### config.mk
export PLATFORM = sky130hd
export DESIGN_NAME = ddr_read_device
export DESIGN_NICKNAME = d
export VERILOG_FILES = /design/src/hdl/ddr_rd_pkg.sv /design/src/hdl/rd_event_delay.sv /design/src/hdl/ddr_read_device.sv
export SDC_FILE = /design/constraint.sdc
export NUM_CORES = 1
export LEC_CHECK = 0
export BUFFER_PORTS_ARGS = -buffer_cell sky130_fd_sc_hd__buf_4
export CAP_MARGIN = 20
export CORE_MARGIN = 10
export CORE_UTILIZATION = 35
export DETAILED_ROUTE_END_ITERATION = 16
export PLACE_DENSITY_LB_ADDON = 0.05
export SETUP_SLACK_MARGIN = 0.02
export SYNTH_ARGS = -nofsm -noshare
export SYNTH_HDL_FRONTEND = slang
export SYNTH_SLANG_ARGS = --single-unit
### constraint.sdc
create_clock -name clk -period 3.6 [get_ports clk]
set_clock_uncertainty 0.2 [all_clocks]
set_input_delay 0.72 -clock clk [delete_from_list [all_inputs] [get_ports clk]]
set_output_delay 0.72 -clock clk [all_outputs]
set_load 0.005 [all_outputs]
### src/hdl/ddr_rd_pkg.sv
// constants, types and helpers shared by the read-path device model
// assumes a single 125 MHz clock and command pins already sampled on it
// Operation
// - extended load, dll reset, 200-cycle lock
// - activate opens row in addressed bank
// - column commands carry bank, column, auto precharge
// - first data after read latency, burst order
// - burst four joins seamlessly, eight is cut
// - reads to open rows, lengths 2/4/8, interrupt
// - burst stop ends read, eight gives four
// - auto precharge select low disables it on writes
package ddr_rd_pkg;
    localparam int          CLK_PERIOD_PS   = 8000;
    localparam int          DLL_LOCK_CLOCKS = 200;
    localparam logic [7:0]  DLL_LOCK_CYCLES = 8'(DLL_LOCK_CLOCKS);
    localparam logic [1:0]  REF_MIN         = 2'h2;
    localparam logic [7:0]  REG_CTRL        = 8'h00;
    localparam logic [7:0]  REG_STATUS      = 8'h04;
    localparam logic [7:0]  REG_MODE        = 8'h08;
    localparam logic [7:0]  REG_RDCNT       = 8'h0C;
    localparam logic [15:0] SEED_RST        = 16'hA5C3;
    localparam logic [2:0]  BL_RST          = 3'h2;
    localparam logic [2:0]  CL_RST          = 3'h2;
    localparam int          MODE_BT_BIT     = 3;
    localparam int          MODE_CL_LSB     = 4;
    localparam int          DLL_RESET_BIT   = 8;
    localparam int          AP_SELECT_BIT   = 10;
    localparam int          EXT_DLLDIS_BIT  = 0;
    localparam logic [1:0]  BA_MODE         = 2'h0;
    localparam logic [1:0]  BA_EXT_MODE     = 2'h1;
    localparam logic [2:0]  CL_CODE_2       = 3'h2;
    localparam logic [2:0]  CL_CODE_3       = 3'h3;
    localparam logic [2:0]  CL_CODE_25      = 3'h6;

    typedef enum logic [2:0] {
        CMD_MODE_LOAD = 3'h0, CMD_REFRESH = 3'h1, CMD_PRECHARGE = 3'h2,
        CMD_ACTIVATE  = 3'h3, CMD_WRITE   = 3'h4, CMD_READ      = 3'h5,
        CMD_BURST_STOP = 3'h6, CMD_NO_OP  = 3'h7
    } cmd_e;

    typedef enum logic [2:0] {
        INIT_WAIT_CKE = 3'h0, INIT_WAIT_PRE = 3'h1, INIT_WAIT_EXT = 3'h2,
        INIT_WAIT_DLLRST = 3'h3, INIT_WAIT_PRE2 = 3'h4, INIT_WAIT_REF = 3'h5,
        INIT_WAIT_MODE = 3'h6, INIT_READY = 3'h7
    } init_e;

    typedef struct packed {
        logic        cke;
        logic        csN;
        logic        rasN;
        logic        casN;
        logic        weN;
        logic [1:0]  ba;
        logic [12:0] addr;
    } ddr_cmd_s;

    typedef struct packed {
        logic        valid;
        logic        stop;
        logic [1:0]  bank;
        logic [12:0] row;
        logic [9:0]  col;
    } rd_event_s;

    typedef struct packed {
        logic        dqOe;
        logic [15:0] dqRise;
        logic [15:0] dqFall;
        logic        dqsOe;
        logic        dqsRise;
        logic        dqsFall;
    } rd_out_s;

    // pairs of data elements per burst: lengths 2, 4, 8
    function automatic logic [2:0] blPairs(input logic [2:0] blCode);
        case (blCode)
            3'h1:    blPairs = 3'h1;
            3'h3:    blPairs = 3'h4;
            default: blPairs = 3'h2;
        endcase
    endfunction

    // column of element i, wrapping inside the burst block
    function automatic logic [9:0] burstCol(input logic [9:0] col, input logic [2:0] i,
                                            input logic [2:0] blCode, input logic bt);
        logic [2:0] m;
        logic [2:0] low;
        m   = 3'({blPairs(blCode), 1'b0} - 4'h1);
        low = bt ? (col[2:0] ^ i) : 3'(col[2:0] + i);
        burstCol = {col[9:3], (col[2:0] & ~m) | (low & m)};
    endfunction

    // no storage array: read data is a pattern of the location and the seed
    function automatic logic [15:0] dataOf(input logic [15:0] seed, input logic [1:0] bank,
                                           input logic [12:0] row, input logic [9:0] col);
        dataOf = seed ^ {row[5:0], bank, col[7:0]};
    endfunction
endpackage

### src/hdl/rd_event_delay.sv
// delay line for read and burst-stop events, tap chosen by latency
// assumes tap is stable while events are in flight
`timescale 1ns/1ps
module rd_event_delay
    import ddr_rd_pkg::*;
#(
    parameter int DEPTH = 2
) (
    // clock and reset
    input  wire logic      clk,
    input  wire logic      rstn,
    // events
    input  wire rd_event_s evIn,
    input  wire logic      tap,
    output rd_event_s      evOut
);
    rd_event_s [DEPTH-1:0] pipe_q;
    rd_event_s [DEPTH-1:0] pipe_d;

    always_comb begin
        pipe_d = {pipe_q[DEPTH-2:0], evIn};
    end

    always_ff @(posedge clk) begin
        if (!rstn) begin
            pipe_q <= '0;
        end else begin
            pipe_q <= pipe_d;
        end
    end

    assign evOut = pipe_q[tap];
endmodule

### src/hdl/ddr_read_device.sv
// device-side command decode, initialisation tracking and read path
// assumes command pins synchronous to clk; one clk stands for one device clock
`timescale 1ns/1ps
module ddr_read_device
    import ddr_rd_pkg::*;
(
    // clock and reset
    input  wire logic        clk,
    input  wire logic        rstn,
    // command pins
    input  wire ddr_cmd_s    cmdPins,
    // read data pins, rise and fall halves
    output rd_out_s          rdOut,
    // apb slave
    input  wire logic        psel,
    input  wire logic        penable,
    input  wire logic        pwrite,
    input  wire logic [7:0]  paddr,
    input  wire logic [31:0] pwdata,
    output logic [31:0]      prdata,
    output logic             pready,
    output logic             pslverr
);
    typedef struct packed {
        init_e              init;
        logic [1:0]         refCnt;
        logic [7:0]         lockCnt;
        logic               dllLocked;
        logic               dllEnabled;
        logic [2:0]         blCode;
        logic               bt;
        logic [2:0]         clCode;
        logic [3:0]         openValid;
        logic [3:0][12:0]   openRow;
        rd_event_s          eng;
        logic [1:0]         engIdx;
        logic [2:0]         engLeft;
        logic [15:0]        heldFall;
        logic               heldValid;
        rd_out_s            out;
        logic [15:0]        seed;
        logic [31:0]        readCnt;
        logic [31:0]        prdata;
        logic               pready;
        logic               pslverr;
    } state_s;

    state_s    q;
    state_s    d;
    cmd_e      cmd;
    logic      cmdReady;
    logic      readTaken;
    logic      bstTaken;
    logic      apOn;
    rd_event_s evIn;
    rd_event_s evDly;
    logic [31:0] rdMux;

    assign cmd       = (cmdPins.cke && !cmdPins.csN)
                     ? cmd_e'({cmdPins.rasN, cmdPins.casN, cmdPins.weN}) : CMD_NO_OP;
    assign apOn      = cmdPins.addr[AP_SELECT_BIT];
    assign cmdReady  = (q.init == INIT_READY) && q.dllLocked;
    assign readTaken = (cmd == CMD_READ) && cmdReady && q.openValid[cmdPins.ba];
    assign bstTaken  = (cmd == CMD_BURST_STOP) && cmdReady;
    assign evIn      = '{valid: readTaken || bstTaken, stop: bstTaken, bank: cmdPins.ba,
                         row: q.openRow[cmdPins.ba], col: cmdPins.addr[9:0]};

    // latency 3 waits one cycle longer; 2.5 reuses the 2 tap plus a half shift
    rd_event_delay #(.DEPTH(2)) u_delay (
        .clk   (clk),
        .rstn  (rstn),
        .evIn  (evIn),
        .tap   (q.clCode == CL_CODE_3),
        .evOut (evDly)
    );

    always_comb begin
        case (paddr)
            REG_CTRL:   rdMux = {16'h0000, q.seed};
            REG_STATUS: rdMux = {20'h00000, q.openValid, 2'h0, (q.engLeft != 3'h0),
                                 q.dllEnabled, q.dllLocked, q.init};
            REG_MODE:   rdMux = {25'h0000000, q.clCode, q.bt, q.blCode};
            REG_RDCNT:  rdMux = q.readCnt;
            default:    rdMux = 32'h00000000;
        endcase
    end

    always_comb begin
        logic        riseV;
        logic        fallV;
        logic [15:0] e0;
        logic [15:0] e1;
        riseV = 1'b0;
        fallV = 1'b0;
        e0    = 16'h0000;
        e1    = 16'h0000;
        d     = q;

        // initialisation sequence as seen from the pins
        case (q.init)
            INIT_WAIT_CKE: begin
                if (cmdPins.cke) d.init = INIT_WAIT_PRE;
            end
            INIT_WAIT_PRE: begin
                if (cmd == CMD_PRECHARGE && apOn) d.init = INIT_WAIT_EXT;
            end
            INIT_WAIT_EXT: begin
                if (cmd == CMD_MODE_LOAD && cmdPins.ba == BA_EXT_MODE &&
                    !cmdPins.addr[EXT_DLLDIS_BIT]) d.init = INIT_WAIT_DLLRST;
            end
            INIT_WAIT_DLLRST: begin
                if (cmd == CMD_MODE_LOAD && cmdPins.ba == BA_MODE &&
                    cmdPins.addr[DLL_RESET_BIT]) d.init = INIT_WAIT_PRE2;
            end
            INIT_WAIT_PRE2: begin
                if (cmd == CMD_PRECHARGE && apOn) begin
                    d.init   = INIT_WAIT_REF;
                    d.refCnt = 2'h0;
                end
            end
            INIT_WAIT_REF: begin
                if (cmd == CMD_REFRESH && q.refCnt != 2'h3) d.refCnt = q.refCnt + 2'h1;
                if (q.refCnt >= REF_MIN) d.init = INIT_WAIT_MODE;
            end
            INIT_WAIT_MODE: begin
                if (cmd == CMD_MODE_LOAD && cmdPins.ba == BA_MODE &&
                    !cmdPins.addr[DLL_RESET_BIT]) d.init = INIT_READY;
            end
            INIT_READY: d.init = INIT_READY;
            default:    d.init = INIT_WAIT_CKE;
        endcase

        // dll lock countdown; a new reset restarts it
        if (q.lockCnt != 8'h00) begin
            d.lockCnt = q.lockCnt - 8'h01;
            if (q.lockCnt == 8'h01) d.dllLocked = q.dllEnabled;
        end
        if (cmd == CMD_MODE_LOAD && cmdPins.ba == BA_MODE) begin
            d.blCode = cmdPins.addr[2:0];
            d.bt     = cmdPins.addr[MODE_BT_BIT];
            d.clCode = cmdPins.addr[MODE_CL_LSB +: 3];
            if (cmdPins.addr[DLL_RESET_BIT]) begin
                d.lockCnt   = DLL_LOCK_CYCLES;
                d.dllLocked = 1'b0;
            end
        end
        if (cmd == CMD_MODE_LOAD && cmdPins.ba == BA_EXT_MODE) begin
            d.dllEnabled = !cmdPins.addr[EXT_DLLDIS_BIT];
            if (cmdPins.addr[EXT_DLLDIS_BIT]) d.dllLocked = 1'b0;
        end

        // bank rows; auto precharge closes the bank as the column command is taken
        if (cmd == CMD_ACTIVATE && q.init == INIT_READY) begin
            d.openValid[cmdPins.ba] = 1'b1;
            d.openRow[cmdPins.ba]   = cmdPins.addr;
        end
        if (cmd == CMD_PRECHARGE) begin
            if (apOn) d.openValid = 4'h0;
            else d.openValid[cmdPins.ba] = 1'b0;
        end
        if ((readTaken || (cmd == CMD_WRITE && cmdReady)) && apOn) begin
            d.openValid[cmdPins.ba] = 1'b0;
        end
        if (readTaken) d.readCnt = q.readCnt + 32'h1;

        // burst engine: a new read replaces, a stop empties
        if (evDly.valid && evDly.stop) begin
            d.engLeft = 3'h0;
        end else if (evDly.valid) begin
            d.eng     = evDly;
            d.engIdx  = 2'h0;
            d.engLeft = blPairs(q.blCode);
        end
        if (d.engLeft != 3'h0) begin
            e0 = dataOf(q.seed, d.eng.bank, d.eng.row,
                        burstCol(d.eng.col, {d.engIdx, 1'b0}, q.blCode, q.bt));
            e1 = dataOf(q.seed, d.eng.bank, d.eng.row,
                        burstCol(d.eng.col, {d.engIdx, 1'b1}, q.blCode, q.bt));
            d.engIdx  = d.engIdx + 2'h1;
            d.engLeft = d.engLeft - 3'h1;
            riseV     = 1'b1;
            fallV     = 1'b1;
        end
        // half-cycle latency: rise half carries last fall element
        if (q.clCode == CL_CODE_25) begin
            d.out.dqRise = q.heldFall;
            d.out.dqFall = e0;
            d.heldFall   = e1;
            d.heldValid  = riseV;
            fallV        = riseV;
            riseV        = q.heldValid;
        end else begin
            d.out.dqRise = e0;
            d.out.dqFall = e1;
            d.heldValid  = 1'b0;
        end
        d.out.dqOe    = riseV || fallV;
        d.out.dqsOe   = riseV || fallV;
        d.out.dqsRise = riseV || fallV;
        d.out.dqsFall = 1'b0;

        // apb: answer registered in setup, so access phase always sees pready
        d.pready  = 1'b0;
        d.pslverr = 1'b0;
        if (psel && !penable) begin
            d.pready  = 1'b1;
            d.prdata  = rdMux;
            d.pslverr = !(paddr == REG_CTRL || paddr == REG_STATUS ||
                          paddr == REG_MODE || paddr == REG_RDCNT);
        end
        if (psel && penable && q.pready && pwrite && paddr == REG_CTRL) begin
            d.seed = pwdata[15:0];
        end
    end

    always_ff @(posedge clk) begin
        if (!rstn) begin
            q        <= '0;
            q.init   <= INIT_WAIT_CKE;
            q.blCode <= BL_RST;
            q.clCode <= CL_RST;
            q.seed   <= SEED_RST;
        end else begin
            q <= d;
        end
    end

    assign rdOut   = q.out;
    assign prdata  = q.prdata;
    assign pready  = q.pready;
    assign pslverr = q.pslverr;
endmodule

## Word level (Yosys, flattened, before mapping)

Cells that the tools add are included.

| storage, ports and cells | value |
|---|---|
| register bits | 295 |
| input bits | 65 |
| output and inout bits | 70 |
| word-level logic and storage cells | 192 |

| cells by class | value |
|---|---|
| add/subtract/negate cells | 8 |
| $lt $le $gt $ge | 4 |
| equality and inequality tests | 31 |
| mux-type cells | 47 |
| bitwise operators | 15 |
| reductions and logical operators | 46 |

Operators with widths:

| kind | number |
|---|---|
| case mux 32 bit (4 select lines) | 1 |
| 2-to-1 mux 27 bit | 3 |
| 2-to-1 mux 56 bit | 1 |
| bitwise mux 52 bit | 1 |
| adder 32 x 1 -> 32 bit, second input constant | 1 |
| 2-to-1 mux 16 bit | 2 |
| 2-to-1 mux 32 bit | 1 |
| bitwise XOR 16 bit | 2 |
| 2-to-1 mux 3 bit | 10 |
| 2-to-1 mux 30 bit | 1 |
| 2-to-1 mux 9 bit | 3 |
| binary-select mux 13 bit (select 2 bit) | 1 |
| demux 13 bit (select 2 bit) | 1 |
| 2-to-1 mux 13 bit | 2 |
| equality test 3 bit, second input constant | 8 |
| case mux 3 bit (8 select lines) | 1 |
| logical AND 1 bit | 22 |
| equality test 3 x 2 -> 1 bit, second input constant | 6 |
| inequality test 2 bit, second input constant | 9 |
| equality test 8 x 4 -> 1 bit, second input constant | 2 |
| 2-to-1 mux 4 bit | 3 |
| 2-to-1 mux 5 bit | 2 |
| bitwise AND 3 bit | 3 |
| equality test 3 x 1 -> 1 bit, second input constant | 3 |
| other kinds (35) | 62 |

## Logic depth before layout (Yosys ltp)

Gate-level depths: netlist of run 1.

| logic depth | value |
|---|---|
| word-level depth | 14 |
| mapped depth | 13 |
| gate-level depth less buffers | 12 |

## Cells and area by module

From an unflattened synthesis of run 1, not the netlist that was laid out.

| second synthesis, totals | value |
|---|---|
| cells, all modules | 1349 |
| area, all modules | 12489.5 um^2 |

Modules (own cells, without submodules):

| module | times used | cells an instance | area an instance (um^2) | sequential area each (um^2) |
|---|---|---|---|---|
| ddr_read_device | 1 | 1206 | 10618.9 | 4624.4 |
| rd_event_delay | 1 | 143 | 1870.5 | 1081.0 |

## Worst setup path after synthesis of run 1

No wires, ideal clock.

| timing | value |
|---|---|
| path type | flip-flop to flip-flop |
| start point | reg q[225] (netlist bit) |
| end point | reg q, in the netlist rdOut[5] |
| library setup time | 0.062 ns |
| arrival time | 2.748 ns |
| data required time | 3.338 ns |
| setup slack | 0.591 ns |
| stages on the path, launching flop included | 14 |
| buffers on the path | 2 |
| period minus slack after synthesis | 3.009 ns |
| cells stage by stage | dfxtp_1 > nand3b_4 > mux2_2 > buf_2 > buf_2 > and2_1 > fa_1 > nor2b_1 > xnor2_1 > nand2_1 > o22ai_1 > nor3_2 > mux2_2 > nand3_1 |

| on the way | value |
|---|---|
| longest elaborated chain between the ends | 12 |
| elaborated cells on any way between the ends | 25 |
| classes of those cells | 2 x add/sub; 2 x eq/ne; 10 x mux; 9 x bitwise; 2 x reduce/logical |

RTL lines:

| item | line | RTL |
|---|---|---|
| from (decl) | ddr_read_device.sv:48 | `state_s q;` |
| equality test 3 x 2 -> 1 bit | ddr_read_device.sv:73 | `.tap (q.clCode == CL_CODE_3),` |
| 2-to-1 mux 27 bit (implied by the code) (2 in a row) | rd_event_delay.sv:32 | `assign evOut = pipe_q[tap];` |
| 2-to-1 mux 30 bit / logical AND 1 bit (equally long branches) | ddr_read_device.sv:169, ddr_read_device.sv:167 |  |
| 2-to-1 mux 27 bit | ddr_read_device.sv:167 | `if (evDly.valid && evDly.stop) begin` |
| adder 3 bit / bitwise XOR 3 bit (equally long branches) | ddr_rd_pkg.sv:89 | `low = bt ? (col[2:0] ^ i) : 3'(col[2:0] + i);` |
| 2-to-1 mux 3 bit | ddr_rd_pkg.sv:89 |  |
| bitwise AND 3 bit | ddr_rd_pkg.sv:90 | `burstCol = {col[9:3], (col[2:0] & ~m) \| (low & m)};` |
| bitwise OR 3 bit | ddr_rd_pkg.sv:90 |  |
| bitwise XOR 16 bit | ddr_rd_pkg.sv:96 | `dataOf = seed ^ {row[5:0], bank, col[7:0]};` |
| 2-to-1 mux 16 bit | ddr_read_device.sv:174 | `if (d.engLeft != 3'h0) begin` |
| 2-to-1 mux 32 bit (*) | ddr_read_device.sv:185 | `if (q.clCode == CL_CODE_25) begin` |

Mark *: on every way between the ends. The rest lies on a longest branch, timed or not. The select of a mux whose other input is x is not followed.
A chain may end at the register's enable or synchronous reset.

==> results.md, run 1 <==
- Maximum clock path buffer count: 3
- CP Capture Type: flop
- Synth area leaders: dfxtp_1, nand2_1, buf_4
- Post-synth ARST share: 0
- DP Wirelength: 19070 microns
- Max Fclk: 0.3254 GHz
- Synth top area share: 0.4701
- Worst-path clk slew: 0.06 ns
- Crit path depth: 12
- CP max stage cell: mux2_2
- Syn_area_per_cell: 9.046 sq um
- Slew @ Worst Pin: 0.6524 ns
- Final setup TNS: 0 ns
- CP startpoint kind: flop
- Starting density of the core: 0.3546
- Final Hold Violating Endpoints: 0
- Worst slew margin relative to its limit: 0.5651
- Worst path bufs/invs: 0
- Yosys reg bits: 239
- Final Max Slew Viols: 0
- Hold_buf cts: 0
- Worst skew pair latency: 0.54 ns
- Mapped Area: 10180 sq um
- CP peak stage delay: 0.43 ns
- Count leader, synth: dfxtp_1
- Die height: 190.5 microns
- CP Class: reg -> reg
- Clk root buf: clkbuf_16
- CTS sink cnt: 239
- Outcome: finished, final reports clean
- Overall Global Routing Usage: 0.1462
- Total grt overflow: 0
- Primary FF master, synth: dfxtp_1
- Rows: 62
- Resized cells post-CTS: 0
- Crit path required time: 3.87 ns
- Initial antenna violation count: 0
- Yosys top cell by area: dfxtp_1
- Post-synth EDFFs: 0
- Worst-path cell chain: nand3b_4 > mux2_2 > nand2_1 > o21ai_1 > fa_1 > nor2b_1 > xnor2_1 > nand2_1 > o22ai_1 > nor3_2 > mux2_2 > nand3_1
- # DRC: 0
- H-tree Lvls: 1
- Vias per inst: 4.822
- Unrepaired setup endpoints after global routing: false
- Core ar.: 28700 sq um
- Leakage: 4.529 nW
- Post-CTS Setup Inserts: 0
- Total Routed Length: 26780 microns
- Power density over the cells: 557.5 nW/um^2
- Unique masters post-synth: 57
- Final min period: 3.073 ns
- Hold WC Path Type: in -> reg
- Crit share post-route: 0.8537
- Synth top cells by count: dfxtp_1, nand2_1, nor2_1
- ANT nets after route: 0
- Final setup violation count: 0
- R2r worst-path depth: 12
- Inserted Diodes: 0
- Violation count after the first detailed-route iteration: 376
- CP max FO: 9
- Global-route wire length before repair: 43380 microns
- Total number of yosys warnings: 0
- Cell area after placement: 10920 sq um
- Finished Cell Area: 11820 sq um
- Syn_nets: 1200
- Top delay family on crit path: simple AND/OR/NAND/NOR gates
- Fill count: 2985
- Number of port buffers: 114
- Max-cap check violation count: 0
- Hold Path Depth: 3
- I/O pin count: 135
- Worst endpoint data arrival time: 3.34 ns
- VDD IR-drop max: 316.8 uV
- Drt pass-1 iters: 4
- Die span in x: 190.5 microns
- Final nets: 1232
- TritonCTS clock tree: yes
- Via count: 7523
- Area grow syn2layout: 16.13%
- RePlAce Congestion: 0.7373
- Ratio of cells with drive above 1 in the final layout: 0.1837
- Seq/Total Area, Yosys: 0.4701
- Largest net degree at the start of global routing: 53
- Number of buffers created by CTS: 27
- Gate Count Post-Synth: 1125
- DIE AREA: 36300 sq um
- Hold_ws: 0.1897 ns
- Avg WL per Cell: 17.16 microns
- Vias in the first global route: 7567
[worst register-to-register path: cells and delay by family, from the launching register on]
family,cells,cell delay (ns)
AND/OR/NAND/NOR,6,0.83
multiplexers,2,0.81
adder cells (fa/ha/maj),1,0.43
flip-flops,1,0.41
AO/OA/AOI/OAI,2,0.21
XOR/XNOR,1,0.14
[layout by cell type (no fill, tap or decap), types with 3 or more instances in the layout]
master,n
clkbuf_16,27
mux2i_1,36
nor2b_1,6
a22oi_1,36
and3_1,6
o22ai_1,32
nand2_1,144
clkinvlp_4,3
xnor2_1,20
and2_1,49
dfxtp_1,239
o21ai_1,7
a21oi_1,54
xor2_1,32
o21ai_0,22
clkbuf_1,4
and4_1,8
clkbuf_8,4
or3_1,15
nand2b_1,5
nand4_1,10
mux4_2,14
nor2_1,131
clkinv_2,5
nor3_1,16
inv_1,14
ha_1,9
buf_4,132
or4_1,3
a211oi_1,5
bufinv_16,3
nor3_2,5
mux2_2,5
nand3_1,40
[metrics by stage]
stage          setup slack (ns)  instances  utilization  power [W]
6_report                 0.5267       1560       0.4118   0.006589
5_1_grt                  0.3162       1560       0.4118   0.006918
2_1_floorplan            0.5906       1125            -   0.003615
3_5_place_dp             0.5095       1512       0.3804   0.003867
4_1_cts                  0.5024       1560       0.4118   0.006692
3_3_place_gp             0.4840       1512       0.3804   0.003864
[cell type report]
class                   instances  area, sq um  share of cell area
clock buffers                  35        745.7             0.06310
multi-input cells             740         4563              0.3861
clock inverters                13        155.1             0.01313
inverters                      15        58.81            0.004976
repair buffers                134         1031             0.08723
flip-flops and latches        239         4785              0.4048
well taps                     384        480.5             0.04065
[worst paths after layout]
kind	start	endpoint	slack, ns
setup / recovery	q[225]$_SDFFE_PN0N_	rdOut[5]$_SDFF_PN0_	0.53
hold / removal	pwdata[7]	q[73]$_SDFFE_PN1P_	0.19
setup reg to reg	q[225]$_SDFFE_PN0N_	rdOut[5]$_SDFF_PN0_	0.53
hold reg to reg	flop	flop	0.25
[logic make-up after synthesis]
| group | after synthesis | share of synthesized area |
|---|---|---|
| buffers and inverters | 146 | 0.08175 |
| xor gates and xnor gates | 52 | 0.04475 |
| and+or+nand+nor | 455 | 0.2165 |
| muxes | 56 | 0.07413 |
| adders and majority gates | 10 | 0.01303 |
| other | 1 | 0.0003685 |
| DFF | 239 | 0.4701 |
| AOI/OAI and AO/OA | 166 | 0.09934 |
[where the power goes]
group,switching [W],total [W],internal [W]
clock,0.00112,0.00279,0.00167
sequential,0.0000869,0.00289,0.00280
combinational,0.000503,0.000906,0.000403
total,0.00171,0.00659,0.00488
[per-layer routing]
layer  global-route usage  wire [microns]  part of all wire
met1               0.2008           12850              0.48
met2               0.2348           12360              0.46
met3              0.02634            1210             0.045
met4              0.03028             352             0.013
met5                    0               0                 0
Note: power is estimated with default switching activity, not from simulation.
==> run 2: changes to the inputs <==
--- a/config.mk
+++ b/config.mk
@@ -11,6 +11,7 @@
 export CORE_UTILIZATION = 35
 export DETAILED_ROUTE_END_ITERATION = 16
 export PLACE_DENSITY_LB_ADDON = 0.05
+export REMOVE_ABC_BUFFERS = 1
 export SETUP_SLACK_MARGIN = 0.02
 export SYNTH_ARGS = -nofsm -noshare
 export SYNTH_HDL_FRONTEND = slang
==> run 2 against run 1 <==
Effect of this change:
- core utilization shrank 0.37 points
- sequential power barely moved
- register-to-register slack better by 0.08 ns
- setup slack better by 0.083 ns
- sequential share of layout area rose by 0.37 points
- die area is the same
- cell count barely moved
- critical path type unchanged
==> results.md, run 2 (synthesis results as in run 1) <==
- Outcome: finished, final reports clean
- Crit path required time: 3.87 ns
- Avg WL per Cell: 16.76 microns
- Worst slew margin relative to its limit: 0.5748
- Via count: 7486
- TritonCTS clock tree: yes
- VDD IR-drop max: 343.0 uV
- Crit path depth: 12
- Worst path bufs/invs: 0
- CP peak stage delay: 0.43 ns
- Area grow syn2layout: 15.08%
- Post-CTS Setup Inserts: 0
- Number of buffers created by CTS: 27
- CP Class: reg -> reg
- Setup ws final: 0.6094 ns
- CP startpoint kind: flop
- H-tree Lvls: 1
- Core ar.: 28700 sq um
- Worst endpoint data arrival time: 3.26 ns
- Unrepaired setup endpoints after global routing: false
- Hold_buf cts: 0
- RePlAce Congestion: 0.7653
- Reg2Reg Setup Slack: 0.61 ns
- R2r worst-path depth: 12
- Worst-path cell chain: nand3b_4 > mux2_2 > nand2_1 > o21ai_1 > fa_1 > nor2b_1 > xnor2_1 > nand2_1 > o22ai_1 > nor3_2 > mux2_2 > nand3_1
- Final setup TNS: 0 ns
- Overall Global Routing Usage: 0.1410
- Leakage: 4.491 nW
- Vias in the first global route: 7405
- Finished Cell Area: 11710 sq um
- # DRC: 0
- Final min period: 2.991 ns
- Final Max Slew Viols: 0
- Die span in x: 190.5 microns
- Maximum clock path buffer count: 3
- CP max stage cell: mux2_2
- DIE AREA: 36300 sq um
- CTS sink cnt: 239
- Final setup violation count: 0
- Crit share post-route: 0.8307
- Worst-path clk slew: 0.06 ns
- Resized cells post-CTS: 0
- Total Routed Length: 26160 microns
- Starting density of the core: 0.3546
- Top delay family on crit path: simple AND/OR/NAND/NOR gates
- Most frequent cells in the layout: dfxtp_1, nand2_1, buf_4
- Critical R2R Capture: rdOut[5]$_SDFF_PN0_
- Most common cell after layout, fill and taps aside: dfxtp_1
- Drt pass-1 iters: 5
- Die height: 190.5 microns
- Rows: 62
- Max Fclk: 0.3344 GHz
- Number of port buffers: 114
- Final nets: 1233
- Power density over the cells: 537.9 nW/um^2
- Cell area after placement: 10910 sq um
- Inserted Diodes: 0
- I/O pin count: 135
- Total grt overflow: 0
- Worst setup endpoint: rdOut[5]$_SDFF_PN0_
- Global-route wire length before repair: 41950 microns
- Place WS: 0.6037 ns
- CP Capture Type: flop
- Ratio of cells with drive above 1 in the final layout: 0.1776
- Critical Path Source: q[225]$_SDFFE_PN0N_
- Clk root buf: clkbuf_16
- Final Hold Violating Endpoints: 0
- Violation count after the first detailed-route iteration: 414
- Vias per inst: 4.796
- Hold WC Path Type: in -> reg
- Hold_ws: 0.1963 ns
- Initial antenna violation count: 0
- Largest net degree at the start of global routing: 58
- Worst r2r src: q[225]$_SDFFE_PN0N_
- DP Wirelength: 18620 microns
- CP max FO: 9
- ANT nets after route: 0
- Worst skew pair latency: 0.53 ns
- Max-cap check violation count: 0
- Slew @ Worst Pin: 0.6378 ns
[run 2: worst min-delay path by stage]
stage	from	endpoint	slack, ns	cells past startpoint
floorplan	u_delay.pipe_d[52]$_SDFF_PN0_	u_delay.pipe_q[52]$_SDFF_PN0_	0.22	1
global placement	u_delay.pipe_d[52]$_SDFF_PN0_	u_delay.pipe_q[52]$_SDFF_PN0_	0.24	1
detailed placement	u_delay.pipe_d[52]$_SDFF_PN0_	u_delay.pipe_q[52]$_SDFF_PN0_	0.24	1
CTS	pwdata[13]	q[79]$_SDFFE_PN1P_	0.17	3
global route	cmdPins[7]	u_delay.pipe_d[34]$_SDFF_PN0_	0.19	2
finish	pwdata[13]	q[79]$_SDFFE_PN1P_	0.20	3
[run 2: per-stage QoR]
step	cells	total power, W	util
after floorplan	994	0.003449	-
after global placement	1513	0.003854	0.3801
after detailed placement	1513	0.003855	0.3801
after CTS	1561	0.006405	0.4081
after global routing	1561	0.006650	0.4081
final	1561	0.006300	0.4081
[run 2: routing by layer]
metal,vias up,share of wire,track usage
li1,3841,-,-
met1,3479,0.49,0.1931
met2,134,0.45,0.2261
met3,32,0.048,0.02835
met4,0,0.016,0.02635
met5,-,0,0
[run 2: area by class of cell]
type	count	area [sq um]
inverters	15	58.81
repair buffers	135	1026
flip-flops and latches	239	4785
clock inverters	6	30.03
clock buffers	42	772.0
fillers	2939	16990
well taps	384	480.5
multi-input cells	740	4561
[run 2: tightest hold or removal path, cell delays in order]
cell     delay (ns)
buf_4          0.08
nand2_1        0.03
nand3_1        0.06
[run 2: where the power goes]
group	internal (W)	switching [W]
clock	0.00146	0.00106
sequential	0.00280	0.0000822
combinational	0.000413	0.000482
==> run 3: changes to the inputs <==
==> constraint.sdc (replaced) <==
create_clock -name clk -period 2.85 [get_ports clk]
set_clock_uncertainty 0.2 [all_clocks]
set_input_delay 0.57 -clock clk [delete_from_list [all_inputs] [get_ports clk]]
set_output_delay 0.57 -clock clk [all_outputs]
set_load 0.005 [all_outputs]
==> run 3 against run 2 <==
Effect of this change:
- cell count grew 1.4%
- sequential share of layout area shrank 1.3 points
- critical path type unchanged
- fmax rose by 6.6%
- critical endpoint is now q[121]$_SDFFE_PN0P_
- via count is 1.1% higher
- register-to-register slack worse by 0.56 ns
- global-route usage up 0.21 points
==> results.md, run 3 (synthesis results as in run 1) <==
- Global-route wire length before repair: 42680 microns
- Unrepaired setup endpoints after global routing: true
- Fill count: 2958
- Most common cell after layout, fill and taps aside: dfxtp_1
- Die height: 190.5 microns
- Max Fclk: 0.3566 GHz
- Die span in x: 190.5 microns
- CP Class: reg -> reg
- DP Wirelength: 19020 microns
- Largest net degree at the start of global routing: 60
- VDD IR-drop max: 489.9 uV
- Drt pass-1 iters: 5
- Register Area: 4788 sq um
- Core ar.: 28700 sq um
- CP max stage cell: mux2_4
- Final Hold Violating Endpoints: 0
- Ratio of cells with drive above 1 in the final layout: 0.2102
- Finished Cell Area: 12100 sq um
- Hold_buf cts: 0
- Max-cap check violation count: 0
- Worst r2r src: q[225]$_SDFFE_PN0N_
- Worst endpoint data arrival time: 3.01 ns
- ANT nets after route: 0
- Critical R2R Capture: q[121]$_SDFFE_PN0P_
- Total Routed Length: 26380 microns
- Overall Global Routing Usage: 0.1431
- Crit share post-route: 0.9840
- Rows: 62
- Via count: 7569
- Number of port buffers: 114
- H-tree Lvls: 1
- CP Capture Type: flop
- Final nets: 1257
- Starting density of the core: 0.3546
- CP peak stage delay: 0.36 ns
- CP startpoint kind: flop
- RePlAce Congestion: 0.8218
- Leakage: 4.699 nW
- R2r worst-path depth: 14
- Critical Path Source: q[225]$_SDFFE_PN0N_
- I/O pin count: 135
- Outcome: finished, final reports clean
- Number of buffers created by CTS: 27
- Setup ws final: 0.04556 ns
- Hold_ws: 0.05149 ns
- Worst-path cell chain: nand3b_4 > mux2_4 > buf_12 > nand2_4 > o21ai_4 > fa_2 > nor2b_4 > xnor2_1 > nand2_1 > o22ai_2 > nor3_2 > buf_4 > xnor2_2 > o22ai_1
- Cell area after placement: 11070 sq um
- Maximum clock path buffer count: 3
- Avg WL per Cell: 16.67 microns
- Vias in the first global route: 7464
- Reg2Reg Setup Slack: 0.05 ns
- Final min period: 2.804 ns
- Area grow syn2layout: 18.87%
- Final setup violation count: 0
- CTS sink cnt: 239
- Inserted Diodes: 0
- Place WS: -0.002431 ns
- Violation count after the first detailed-route iteration: 382
- Clk root buf: clkbuf_16
- Worst-path clk slew: 0.06 ns
- Multi-input gate area: 4646 sq um
- Power density over the cells: 690.5 nW/um^2
- Slew @ Worst Pin: 0.6385 ns
- Worst slew margin relative to its limit: 0.5744
- Hold WC Path Type: in -> reg
- Initial antenna violation count: 0
- DIE AREA: 36300 sq um
- # DRC: 0
- CP max FO: 6
- Worst skew pair latency: 0.52 ns
- Start point of the worst hold path: pwdata[13]
- Most frequent cells in the layout: dfxtp_1, buf_4, nand2_1
- TritonCTS clock tree: yes
- Crit path required time: 3.06 ns
- Vias per inst: 4.781
- Worst setup endpoint: q[121]$_SDFFE_PN0P_
- Final Max Slew Viols: 0
- Total grt overflow: 0
-- run 3: metrics by stage --
stage | util | cells | setup TNS (ns) | total power, W
after floorplan | - | 994 | -19.69 | 0.004357
after global placement | 0.3856 | 1534 | 0 | 0.004885
after detailed placement | 0.3856 | 1534 | -0.002431 | 0.004885
after CTS | 0.4173 | 1580 | 0 | 0.008474
after global routing | 0.4215 | 1583 | -0.1620 | 0.008769
final | 0.4215 | 1583 | 0 | 0.008353
-- run 3: how the worst min path moves through the flow --
stage                     cells past startpoint                       endpoint
after floorplan                               1  u_delay.pipe_q[52]$_SDFF_PN0_
after global placement                        1  u_delay.pipe_q[52]$_SDFF_PN0_
after detailed placement                      1  u_delay.pipe_q[52]$_SDFF_PN0_
after CTS                                     3             q[79]$_SDFFE_PN1P_
after global routing                          3             q[79]$_SDFFE_PN1P_
final                                         3             q[79]$_SDFFE_PN1P_
-- run 3: repair_timing --
item | CTS | global route
gates resized for setup | 3 | 21
setup endpoints to repair | 1 | 4
pin swaps | 0 | 7
setup buffers | 0 | 3
hold endpoints to repair | 0 | 0
-- run 3: layout make-up --
cell class	instances	share of cell area
flip-flops and latches	239	0.3958
clock buffers	37	0.06226
inverters	15	0.004861
clock inverters	9	0.01231
repair buffers	159	0.1010
multi-input cells	740	0.3840
well taps	384	0.03971
-- run 3: layer usage --
metal	global-route usage	wire, microns
met2	0.2227	11900
met5	0	0
met3	0.02780	1229
met1	0.1990	12700
met4	0.03483	550
-- run 3: worst max-delay path, delay by kind of cell (launching register included) --
| family | cells | cell delay [ns] |
|---|---|---|
| simple gates | 5 | 0.72 |
| buf+inv | 2 | 0.30 |
| flops | 1 | 0.32 |
| xor+xnor | 2 | 0.22 |
| mux | 1 | 0.36 |
| fa+ha+maj | 1 | 0.35 |
| compound gates | 3 | 0.21 |
-- run 3: power by group --
part / switching, W / internal, W
combinational: 0.000615 / 0.000545
clock: 0.00135 / 0.00219
sequential: 0.000107 / 0.00354
total: 0.00207 / 0.00628
